==> src/verilog/timer8_pkg.sv <==
// Purpose: Shared constants of the 8-bit compare timer
// Assumes: Classic Wishbone, 32-bit data, word aligned registers
// Notes: Register layout and offsets are local to this block
package timer8_pkg;
   typedef logic [1:0] mode_t;
   typedef logic [1:0] com_t;
   localparam logic [3:0] OFS_CTRL = 4'h0;
   localparam logic [3:0] OFS_COUNT = 4'h4;
   localparam logic [3:0] OFS_COMPARE = 4'h8;
   localparam logic [3:0] OFS_FLAGS = 4'hc;
   localparam int MODE_LSB = 0;
   localparam int COM_LSB = 2;
   localparam int FORCE_BIT = 7;
   localparam int OVF_BIT = 0;
   localparam int MATCH_BIT = 1;
   localparam mode_t MODE_NORMAL = 2'h0;
   localparam mode_t MODE_PC_PWM = 2'h1;
   localparam mode_t MODE_CLEAR = 2'h2;
   localparam mode_t MODE_FAST_PWM = 2'h3;
   localparam com_t COM_OFF = 2'h0;
   localparam com_t COM_TOGGLE = 2'h1;
   localparam com_t COM_CLEAR = 2'h2;
   localparam com_t COM_SET = 2'h3;
   localparam logic [7:0] COUNT_RST = 8'h00;
   localparam logic [7:0] COMPARE_RST = 8'h00;
   localparam logic OUT_RST = 1'b0;
   localparam logic [7:0] COUNT_MAX = 8'hff;
   localparam logic [7:0] COUNT_BOTTOM = 8'h00;

   function automatic logic is_pwm(input mode_t m);
      return (m == MODE_PC_PWM) || (m == MODE_FAST_PWM);
   endfunction
endpackage

==> src/verilog/compare_store.sv <==
// Purpose: Live compare value with its optional buffer
// Assumes: Load pulse comes at the top of a PWM sequence
// Notes: Readback shows the register that the CPU reaches
`timescale 1ns/1ps
module compare_store
   import timer8_pkg::*;
#(
   parameter int W = 8
) (
   input wire logic clk,
   input wire logic reset,
   input wire logic wr,
   input wire logic [W-1:0] wdata,
   input wire logic buffered,
   input wire logic load,
   output logic [W-1:0] live_q,
   output logic [W-1:0] shadow_q
);
   logic [W-1:0] live_d;
   logic [W-1:0] shadow_d;

   always_comb begin
      live_d = live_q;
      shadow_d = shadow_q;
      if (buffered && load) begin
         live_d = shadow_q;
      end
      if (wr) begin
         shadow_d = wdata;
         if (!buffered) begin
            live_d = wdata;
         end
      end
   end

   always_ff @(posedge clk) begin
      if (reset) begin
         live_q <= W'(COMPARE_RST);
         shadow_q <= W'(COMPARE_RST);
      end else begin
         live_q <= live_d;
         shadow_q <= shadow_d;
      end
   end
endmodule // compare_store

==> src/verilog/compare_output.sv <==
// Purpose: Compare output register and pin source select
// Assumes: Port data and direction come from same-clock port logic
// Notes: Enable is low while the pin is driven
`timescale 1ns/1ps
module compare_output
   import timer8_pkg::*;
(
   input wire logic clk,
   input wire logic reset,
   input wire logic event_hit,
   input wire com_t com,
   input wire logic port_dir,
   input wire logic port_data,
   output logic oc_q,
   output logic pin_out_q,
   output logic pin_oe_n_q
);
   logic oc_d;
   logic pin_out_d;
   logic pin_oe_n_d;

   always_comb begin
      oc_d = oc_q;
      if (event_hit) begin
         unique case (com)
            COM_TOGGLE: oc_d = !oc_q;
            COM_CLEAR: oc_d = 1'b0;
            COM_SET: oc_d = 1'b1;
            COM_OFF: oc_d = oc_q;
         endcase
      end
      pin_out_d = (com != COM_OFF) ? oc_d : port_data;
      pin_oe_n_d = !port_dir;
   end

   always_ff @(posedge clk) begin
      if (reset) begin
         oc_q <= OUT_RST;
         pin_out_q <= 1'b0;
         pin_oe_n_q <= 1'b1;
      end else begin
         oc_q <= oc_d;
         pin_out_q <= pin_out_d;
         pin_oe_n_q <= pin_oe_n_d;
      end
   end
endmodule // compare_output

==> src/verilog/timer8_compare_output_ctc.sv <==
// Purpose: 8-bit timer with compare output, normal, clear-on-match, fast PWM and phase-correct PWM
// Assumes: timer_tick is a one-cycle enable from same-clock prescaler
// Notes: Registers on classic Wishbone, one wait state per access
`timescale 1ns/1ps
module timer8_compare_output_ctc
   import timer8_pkg::*;
#(
   parameter int CW = 8
) (
   input wire logic clk,
   input wire logic reset,
   input wire logic wb_cyc_i,
   input wire logic wb_stb_i,
   input wire logic wb_we_i,
   input wire logic [3:0] wb_adr_i,
   input wire logic [3:0] wb_sel_i,
   input wire logic [31:0] wb_dat_i,
   output logic [31:0] wb_dat_o,
   output logic wb_ack_o,
   input wire logic timer_tick,
   input wire logic ovf_service,
   input wire logic match_service,
   input wire logic port_dir,
   input wire logic port_data,
   output logic compare_output,
   output logic pin_out,
   output logic pin_oe_n,
   output logic overflow_flag,
   output logic compare_match_flag
);
   if (CW != 8) begin : g_width_check
      $error("timer8_compare_output_ctc supports only an 8-bit counter");
   end

   // Bus state
   logic ack_d;
   logic [31:0] rdat_d;
   logic [31:0] rdat_q;
   logic ack_q;

   // Control state
   mode_t mode_d;
   mode_t mode_q;
   com_t com_d;
   com_t com_q;

   // Counter state
   logic [CW-1:0] cnt_d;
   logic [CW-1:0] cnt_q;
   logic down_d;
   logic down_q;
   logic blk_d;
   logic blk_q;
   logic ovf_d;
   logic ovf_q;
   logic mf_d;
   logic mf_q;

   // Decoded strobes
   logic req;
   logic wr_go;
   logic lane0;
   logic ctrl_wr;
   logic cnt_wr;
   logic cmp_wr;
   logic flag_wr;
   logic frc_go;
   logic hit;
   logic equal;
   logic ovf_set;
   logic load_top;
   logic out_event;
   logic [CW-1:0] live_w;
   logic [CW-1:0] shadow_w;
   logic oc_w;
   logic [31:0] rd_val;

   // Bus decode: a write lands on the edge that the master sees ack
   assign req = wb_cyc_i && wb_stb_i;
   assign wr_go = req && wb_we_i && ack_q;
   assign lane0 = wb_sel_i[0];
   assign ctrl_wr = wr_go && lane0 && (wb_adr_i == OFS_CTRL);
   assign cnt_wr = wr_go && lane0 && (wb_adr_i == OFS_COUNT);
   assign cmp_wr = wr_go && lane0 && (wb_adr_i == OFS_COMPARE);
   assign flag_wr = wr_go && lane0 && (wb_adr_i == OFS_FLAGS);
   // Force only in non-PWM modes, judged on the mode being written
   assign frc_go = ctrl_wr && wb_dat_i[FORCE_BIT]
      && !is_pwm(wb_dat_i[MODE_LSB +: 2]);

   // Compare and match
   assign equal = (cnt_q == live_w);
   assign hit = timer_tick && equal && !blk_q;
   assign out_event = hit || frc_go;
   assign load_top = timer_tick && is_pwm(mode_q) && (cnt_q == COUNT_MAX);

   always_comb begin
      rd_val = 32'h0;
      unique case (wb_adr_i)
         OFS_CTRL: rd_val[7:0] = {4'h0, com_q, mode_q};
         OFS_COUNT: rd_val[7:0] = cnt_q;
         OFS_COMPARE: rd_val[7:0] = is_pwm(mode_q) ? shadow_w : live_w;
         OFS_FLAGS: rd_val[7:0] = {6'h0, mf_q, ovf_q};
         default: rd_val = 32'h0;
      endcase
   end

   always_comb begin
      ack_d = req && !ack_q;
      rdat_d = (req && !ack_q && !wb_we_i) ? rd_val : 32'h0;
   end

   always_ff @(posedge clk) begin
      if (reset) begin
         ack_q <= 1'b0;
         rdat_q <= 32'h0;
      end else begin
         ack_q <= ack_d;
         rdat_q <= rdat_d;
      end
   end

   // Control register
   always_comb begin
      mode_d = mode_q;
      com_d = com_q;
      if (ctrl_wr) begin
         mode_d = wb_dat_i[MODE_LSB +: 2];
         com_d = wb_dat_i[COM_LSB +: 2];
      end
   end

   always_ff @(posedge clk) begin
      if (reset) begin
         mode_q <= MODE_NORMAL;
         com_q <= COM_OFF;
      end else begin
         mode_q <= mode_d;
         com_q <= com_d;
      end
   end

   // Overflow: roll from max to zero, or bottom reached counting down
   always_comb begin
      if (mode_q == MODE_PC_PWM) begin
         ovf_set = timer_tick && !cnt_wr && down_q
            && (cnt_q == COUNT_BOTTOM + 8'h01);
      end else begin
         ovf_set = timer_tick && !cnt_wr && (cnt_q == COUNT_MAX);
      end
   end

   // Counter, direction, blocking and flags
   always_comb begin
      cnt_d = cnt_q;
      down_d = down_q;
      blk_d = blk_q;
      ovf_d = ovf_q;
      mf_d = mf_q;
      if (timer_tick) begin
         blk_d = 1'b0;
         unique case (mode_q)
            MODE_NORMAL: cnt_d = cnt_q + 8'h01;
            MODE_FAST_PWM: cnt_d = cnt_q + 8'h01;
            MODE_CLEAR: begin
               // Compare is the top; a top below the count wraps first
               if (hit) begin
                  cnt_d = COUNT_BOTTOM;
               end else begin
                  cnt_d = cnt_q + 8'h01;
               end
            end
            MODE_PC_PWM: begin
               if (!down_q && cnt_q == COUNT_MAX) begin
                  down_d = 1'b1;
                  cnt_d = cnt_q - 8'h01;
               end else if (down_q && cnt_q == COUNT_BOTTOM) begin
                  down_d = 1'b0;
                  cnt_d = cnt_q + 8'h01;
               end else begin
                  cnt_d = down_q ? cnt_q - 8'h01 : cnt_q + 8'h01;
               end
            end
         endcase
      end
      if (cnt_wr) begin
         cnt_d = wb_dat_i[CW-1:0];
         blk_d = 1'b1;
      end
      // Clears first so that a set in the same cycle wins
      if (ovf_service || (flag_wr && wb_dat_i[OVF_BIT])) begin
         ovf_d = 1'b0;
      end
      if (ovf_set) begin
         ovf_d = 1'b1;
      end
      if (match_service || (flag_wr && wb_dat_i[MATCH_BIT])) begin
         mf_d = 1'b0;
      end
      if (hit) begin
         mf_d = 1'b1;
      end
   end

   always_ff @(posedge clk) begin
      if (reset) begin
         cnt_q <= COUNT_RST;
         down_q <= 1'b0;
         blk_q <= 1'b0;
         ovf_q <= 1'b0;
         mf_q <= 1'b0;
      end else begin
         cnt_q <= cnt_d;
         down_q <= down_d;
         blk_q <= blk_d;
         ovf_q <= ovf_d;
         mf_q <= mf_d;
      end
   end

   compare_store #(
      .W(CW)
   ) u_store (
      .clk(clk),
      .reset(reset),
      .wr(cmp_wr),
      .wdata(wb_dat_i[CW-1:0]),
      .buffered(is_pwm(mode_q)),
      .load(load_top),
      .live_q(live_w),
      .shadow_q(shadow_w)
   );

   compare_output u_out (
      .clk(clk),
      .reset(reset),
      .event_hit(out_event),
      .com(com_d),
      .port_dir(port_dir),
      .port_data(port_data),
      .oc_q(oc_w),
      .pin_out_q(pin_out),
      .pin_oe_n_q(pin_oe_n)
   );

   assign wb_ack_o = ack_q;
   assign wb_dat_o = rdat_q;
   assign compare_output = oc_w;
   assign overflow_flag = ovf_q;
   assign compare_match_flag = mf_q;
endmodule // timer8_compare_output_ctc

==> config.mk <==
export PLATFORM = sky130hd
export DESIGN_NAME = timer8_compare_output_ctc
export DESIGN_NICKNAME = d
export VERILOG_FILES = /design/src/verilog/timer8_pkg.sv /design/src/verilog/compare_store.sv /design/src/verilog/compare_output.sv /design/src/verilog/timer8_compare_output_ctc.sv
export SDC_FILE = /design/constraint.sdc
export NUM_CORES = 1
export LEC_CHECK = 0
export ABC_AREA = 1
export BUFFER_PORTS_ARGS = -buffer_cell sky130_fd_sc_hd__buf_2
export CELL_PAD_IN_SITES_DETAIL_PLACEMENT = 2
export CELL_PAD_IN_SITES_GLOBAL_PLACEMENT = 2
export CORE_MARGIN = 4
export CORE_UTILIZATION = 27
export DETAILED_ROUTE_END_ITERATION = 8
export GPL_ROUTABILITY_DRIVEN = 0
export PLACE_DENSITY = 0.88
export SYNTH_ARGS = -nofsm -noshare
export SYNTH_HDL_FRONTEND = slang
export SYNTH_SLANG_ARGS = --single-unit
==> constraint.sdc <==
create_clock -name clk -period 2.11 [get_ports clk]
set_input_delay 0.211 -clock clk [delete_from_list [all_inputs] [get_ports clk]]
set_output_delay 0.211 -clock clk [all_outputs]
set_load 0.01 [all_outputs]
==> Implementation_results.wiki, run 1 <==
{| class="wikitable"
! Metric !! Value
|-
| Non-filler cells in the finished layout || 611
|-
| GR Util All Layers || 17.55%
|-
| Worst setup EP type || register
|-
| DR vias/cell || 4.776
|-
| Layout-stage area growth over the synthesis result || 16.51%
|-
| Setup slack of the critical path after layout || 206.2 ps
|-
| DR pass1 iterations || 4
|-
| Number of buffers inserted by hold repair at cts || 0
|-
| Post-route clock skew || 9.095 ps
|-
| Maximum number of pins on one net before global-route repair || 24
|-
| Dominant delay contributor by cell family on the critical path || simple AND/OR/NAND/NOR gates
|-
| Global routing's busiest layer || met2
|-
| Setup violators final || 0
|-
| Data required time at the worst endpoint || 2320 ps
|-
| Dominant combinational cell family by area after synthesis || simple AND/OR/NAND/NOR gates
|-
| Post-DRT Antenna Nets || 0
|-
| DRC violation count after routing || 0
|-
| Transition time at the pin with the least slew margin || 596.6 ps
|-
| Synth Area per Inst || 6.672 um2
|-
| Via count of the first global-routing pass || 3241
|-
| Xor/xnor cell area share of the yosys netlist || 3.689%
|-
| CP arrival || 2120 ps
|-
| Most used DFF post-synth || dfxtp_1
|-
| Synth Instances || 427
|-
| CP startpoint kind || register
|-
| Max-slew violation total from the final report || 0
|-
| Overall overflow remaining after global route || 0
|-
| Library cell used as clock root buffer || clkbuf_8
|-
| Worst-case register-to-register setup slack || 210 ps
|-
| Synth top area share || 30.92%
|-
| Critical-path cell with the highest stage delay || dfxtp_1
|-
| Worst setup path category || register to register
|-
| Number of different library cells in the post-synthesis netlist || 37
|-
| Status || finished clean
|-
| Most common cell in the netlist || nand2_1
|-
| HPWL after detailed placement || 8552 um
|-
| Port bufs || 36
|-
| Die X || 110.7 um
|-
| Post-synthesis instance area || 2849 um2
|-
| Share of synthesized flip-flops with an asynchronous set or reset || 0%
|-
| TritonCTS buffer count || 5
|-
| Wire length per cell after detailed routing || 17.69 um
|-
| Synth Register Bits || 44
|-
| Cells after DPL || 603
|-
| Total number of nets in the final design || 531
|-
| Inserted Diodes || 0
|-
| TritonCTS sink count || 44
|-
| Power density of the placed cells || 517.3 nW/um2
|-
| Worst min-delay path startpoint || port_dir
|-
| Capture point of the worst reg-to-reg path || u_out.pin_out_q
|-
| Worst voltage drop across the vdd grid || 0.2241 mV
|-
| First-pass GRT wire length || 17570 um
|-
| CP dominant cell by count || nand2_1
|-
| Worst stage delay on the critical path || 510 ps
|-
| Met2 layer usage reported by global route || 33.09%
|-
| Synth Area in Adders || 3.074%
|-
| Period utilization || 90.23%
|-
| Die boundary height || 110.7 um
|-
| Io pins || 88
|-
| Simple logic cell fraction of the synthesized area || 26.83%
|-
| Power, Total || 0.001717 W
|-
| Worst-path fanout max || 7
|-
| Maximum level of the CTS H-tree || 2
|-
| Effective utilization at floorplan || 27.60%
|-
| R2r startpoint || cnt_q[2]
|-
| Routing usage on met1 || 20.53%
|-
| Min Tclk post-route || 1904 ps
|-
| Number of max-capacitance violations reported || 0
|-
| Fmax achieved || 525.3 MHz
|-
| Number of warning messages in the yosys log || 0
|-
| Clock-pin slew reported for the worst setup and hold paths after clock tree synthesis || 90 ps
|-
| Clock latency reported for the late side of the worst-skew pair || 310 ps
|-
| Num rows || 37
|-
| Cell type contributing the most total cell area after synthesis || dfxtp_1
|-
| Number of buffers between clock root and the deepest sink || 2
|-
| Detailed Route WL || 10810 um
|-
| Share of layout cells above drive strength 1 || 20.00%
|-
| Count of flip-flops with a built-in enable after synthesis || 0
|-
| Sequential fraction of the synthesis area || 30.92%
|-
| Die Footprint || 12260 um2
|-
| WHS Endpoint || u_out.pin_oe_n_q
|-
| Synthesized-area fraction occupied by ao, oa, aoi and oai cells || 17.61%
|-
| Global-route track usage on met3 || 2.183%
|-
| Vias after detailed routing || 2918
|-
| Hold path depth || 2
|-
| Core footprint || 10320 um2
|-
| Top area cells in the synthesized netlist || dfxtp_1 (31%), nand2_1 (13%), inv_1 (7.8%)
|-
| Leading cell types by count after synthesis || nand2_1 (102), inv_1 (59), dfxtp_1 (44), o21ai_0 (35), nor2_1 (34)
|-
| Mux cell area share after synthesis || 0%
|-
| Depth of the worst register-to-register path || 13
|-
| Clock tree from TritonCTS || built
|-
| Relative slew slack || 60.18%
|-
| Initial DRC Count || 106
|-
| Leakage power total || 1.533 nW
|-
| Buffers plus inverters on the worst setup path || 2
|-
| Worst hold-check path type || primary input to register
|-
| Hold Violations, Final || 0
|-
| CP cell instances || nand2_1 > nand2_1 > nand2_1 > nor2_1 > nand3_1 > o21ai_0 > nand2_1 > nand2_1 > nand2_1 > inv_1 > nand2_1 > nand2_1 > inv_1
|-
| Post-Place Worst Slack || 115.4 ps
|-
| Number of antenna violations at the first check in global routing || 0
|}
## cell type report
type                       instances  area (um2)
timing repair buffer              51       317.8
tap                              136       170.2
clock buffer                       5       68.82
multi-input combinational        301        1565
inverter                          71       269.0
clock inverter                     3       42.54
sequential                        44       885.9
fill                            1294        7004
## worst reg2reg max path, cell delays in order (launching register included)
cell	delay, ps
dfxtp_1	510
nand2_1	130
nand2_1	100
nand2_1	70
nor2_1	100
nand3_1	200
o21ai_0	200
nand2_1	90
nand2_1	100
nand2_1	80
inv_1	80
nand2_1	50
nand2_1	60
inv_1	40
## sequential cells by signal, summed over array words and instances (netlist names), 2 cells and up
| register | cells |
|---|---|
| cnt_q | 8 |
| mode_q | 2 |
| com_q | 2 |
| u_store.live_q | 8 |
| wb_dat_o | 8 |
| u_store.shadow_q | 8 |
## how the worst max path moves through the flow
stage	startpoint	endpoint	slack, ps	cells past startpoint
6_report	cnt_q[2]	u_out.pin_out_q	210	13
2_1_floorplan	mode_q[1]	wb_dat_o[3]	380	9
3_5_place_dp	cnt_q[1]	cnt_q[1]	120	10
4_1_cts	cnt_q[1]	cnt_q[1]	100	10
3_3_place_gp	cnt_q[5]	cnt_q[1]	200	11
5_1_grt	cnt_q[2]	u_out.pin_out_q	-6	13
## through the flow
stage | hold slack [ps] | utilization, % | instance area [um2] | TNS, ps
floorplan | 281.0 | - | 2935 | 0
global placement | 376.9 | 30.87 | 3187 | 0
detailed placement | 383.3 | 30.87 | 3187 | 0
CTS | 60.66 | 31.95 | 3298 | 0
global route | 77.85 | 32.15 | 3319 | -5.807
finish | 61.66 | 32.15 | 3319 | 0
## logic make-up after synthesis
logic type | count (synthesis)
AO/OA/AOI/OAI | 88
XOR/XNOR | 12
adder cells (fa/ha/maj) | 7
buffers and inverters | 105
flip-flops | 44
other | 1
AND/OR/NAND/NOR | 170
## placed cells by master, fill, tap and decap left out, types with 5 or more instances in the layout
master,n
a21oi_1,26
ha_1,7
conb_1,24
buf_2,36
buf_4,13
o21ai_1,5
nand2_1,102
dfxtp_1,40
nor2_1,33
o211ai_1,5
clkbuf_8,5
o21ai_0,35
nand3_1,10
inv_2,11
inv_1,59
xor2_1,11
## timing repair
| action | 4_1_cts | 5_1_grt |
|---|---|---|
| setup buffers | 0 | 0 |
| resized for setup | 0 | 8 |
| setup endpoints to repair | 0 | 8 |
## power breakdown
part	total (W)	switching (W)	internal, W
clock	0.000675	0.000324	0.000351
sequential	0.000846	0.00000796	0.000838
combinational	0.000196	0.000135	0.0000610
total	0.00172	0.000467	0.00125
## layer usage
layer	wire length, um	vias up
met5	0	-
met4	233	0
met3	246	16
met2	5883	52
met1	4444	1457
li1	-	1393
Note: power is estimated with default switching activity, not from simulation.
==> inputs of run 2 (changes only) <==
--- a/config.mk
+++ b/config.mk
@@ -9,7 +9,6 @@
 export BUFFER_PORTS_ARGS = -buffer_cell sky130_fd_sc_hd__buf_2
 export CELL_PAD_IN_SITES_DETAIL_PLACEMENT = 2
 export CELL_PAD_IN_SITES_GLOBAL_PLACEMENT = 2
-export CORE_MARGIN = 4
 export CORE_UTILIZATION = 27
 export DETAILED_ROUTE_END_ITERATION = 8
 export GPL_ROUTABILITY_DRIVEN = 0
==> Implementation_results.wiki, run 2 (synthesis gave the netlist of run 1 again) <==
{| class="wikitable"
! Metric !! Value
|-
| Period utilization || 91.22%
|-
| Inserted Diodes || 0
|-
| Leading cell types in the layout, fill and taps excluded || nand2_1 (100), inv_1 (59), dfxtp_1 (42)
|-
| Core footprint || 10280 um2
|-
| R2r startpoint || mode_q[1]
|-
| Layout-stage area growth over the synthesis result || 15.72%
|-
| DR pass1 iterations || 4
|-
| Initial DRC Count || 154
|-
| Number of max-capacitance violations reported || 0
|-
| DR vias/cell || 4.830
|-
| Data required time at the worst endpoint || 2290 ps
|-
| Worst min-delay path startpoint || port_dir
|-
| Number of antenna violations at the first check in global routing || 0
|-
| Library cell used as clock root buffer || clkbuf_8
|-
| Die Footprint || 10970 um2
|-
| Depth of the worst register-to-register path || 7
|-
| Max-slew violation total from the final report || 0
|-
| Effective utilization at floorplan || 27.72%
|-
| Share of power burned in registers || 52.2%
|-
| Part of the power in combinational logic || 12.1%
|-
| Status || finished clean
|-
| HPWL after detailed placement || 8681 um
|-
| Clock latency reported for the late side of the worst-skew pair || 310 ps
|-
| CP startpoint kind || register
|-
| Io pins || 88
|-
| NetSw || 0.0004554 W
|-
| DRC violation count after routing || 0
|-
| Number of buffers between clock root and the deepest sink || 2
|-
| Share of layout cells above drive strength 1 || 19.54%
|-
| Hold Violations, Final || 0
|-
| Total number of nets in the final design || 532
|-
| Worst-case register-to-register setup slack || 190 ps
|-
| Maximum level of the CTS H-tree || 2
|-
| First-pass GRT wire length || 17420 um
|-
| Detailed Route WL || 10870 um
|-
| TritonCTS sink count || 44
|-
| Clock-pin slew reported for the worst setup and hold paths after clock tree synthesis || 90 ps
|-
| Internal Power || 0.001167 W
|-
| Relative slew slack || 61.43%
|-
| Leakage power total || 1.526 nW
|-
| Power density of the placed cells || 491.9 nW/um2
|-
| Min Tclk post-route || 1925 ps
|-
| WHS Endpoint || u_out.pin_oe_n_q
|-
| Worst voltage drop across the vdd grid || 0.2350 mV
|-
| Post-route clock skew || 6.439 ps
|-
| RSZ-0062 raised after global routing || false
|-
| Maximum number of pins on one net before global-route repair || 25
|-
| CP arrival || 2110 ps
|-
| Die X || 104.7 um
|-
| Via count of the first global-routing pass || 3248
|-
| Worst setup path category || register to register
|-
| Capture point of the worst reg-to-reg path || wb_dat_o[1]
|-
| Overall overflow remaining after global route || 0
|-
| Most common cell after layout, fill and taps aside || nand2_1
|-
| Area of the multi-input gates || 1572 um2
|-
| Num rows || 37
|-
| Port bufs || 36
|-
| Setup violators final || 0
|-
| GR Util All Layers || 20.47%
|-
| Post-Place Worst Slack || -3.179 ps
|-
| Wire length per cell after detailed routing || 17.76 um
|-
| Die boundary height || 104.7 um
|-
| Post-DP Area || 3182 um2
|-
| Post-route cell area || 3297 um2
|-
| Layout filler cell count || 1271
|-
| TritonCTS buffer count || 5
|-
| Worst setup EP type || register
|-
| Postcts setup bufs || 0
|-
| Number of buffers inserted by hold repair at cts || 0
|-
| Hold Worst Slack || 56.56 ps
|-
| Setup slack of the critical path after layout || 185.2 ps
|-
| Total negative slack || 0 ps
|-
| FF/Latch Area || 883.3 um2
|-
| Post-DRT Antenna Nets || 0
|-
| Share of power burned in the clock network || 35.7%
|-
| Clock tree from TritonCTS || built
|-
| Vias after detailed routing || 2956
|-
| Cells after DPL || 604
|-
| Switching Fraction || 28.08%
|-
| Non-filler cells in the finished layout || 612
|-
| Fmax achieved || 519.5 MHz
|-
| Transition time at the pin with the least slew margin || 578.6 ps
|-
| Hold path depth || 2
|-
| Worst hold-check path type || primary input to register
|-
| Worst-path fanout max || 19
|}
## run 2: power groups by stage
stage / clock, W / sequential [W] / combinational, W
floorplan: 0 / 0.000864 / 0.000143
global placement: 0 / 0.000865 / 0.000181
detailed placement: 0 / 0.000866 / 0.000191
CTS: 0.000592 / 0.000847 / 0.000194
global route: 0.000618 / 0.000848 / 0.000217
finish: 0.000578 / 0.000847 / 0.000197
## run 2: final cells by class
type,instances,area share (%)
Sequential cell,44,26.79
Tap cell,136,5.161
Timing Repair Buffer,52,9.488
Inverter,71,8.159
Clock buffer,8,2.732
Multi-Input combinational cell,301,47.67
## run 2: worst max path at each step
stage,start,end,depth (start not counted)
floorplan,mode_q[1],wb_dat_o[3],9
global placement,mode_q[1],wb_dat_o[1],7
detailed placement,mode_q[1],u_store.live_q[6],8
CTS,cnt_q[1],cnt_q[4],12
global route,cnt_q[5],cnt_q[4],12
finish,mode_q[1],wb_dat_o[1],7
## run 2: what timing repair did
action                     4_1_cts  5_1_grt
hold endpoints to repair         0        0
setup endpoints to repair        7       11
resized for setup                2        7
## run 2: per-stage QoR
| step | util (%) | power (W) |
|---|---|---|
| final | 32.08 | 0.001622 |
| after global placement | 30.96 | 0.001045 |
| after detailed placement | 30.96 | 0.001057 |
| after global routing | 32.08 | 0.001683 |
| after floorplan | - | 0.001007 |
| after CTS | 31.87 | 0.001632 |
## run 2: worst max-delay path: stages (launching register included)
cell and delay (ps):
dfxtp_1 410, inv_1 110, ha_1 240, nor2_4 210, buf_4 270, o21ai_0 160, a221oi_1 310, nor2_1 80
## run 2: routing by layer
layer | up-vias | global-route usage (%) | wire length [um]
met5 | - | 0 | 0
met4 | 0 | 8.249 | 339
met3 | 23 | 2.807 | 351
met2 | 58 | 38.98 | 5915
met1 | 1477 | 22.63 | 4265
li1 | 1398 | - | -
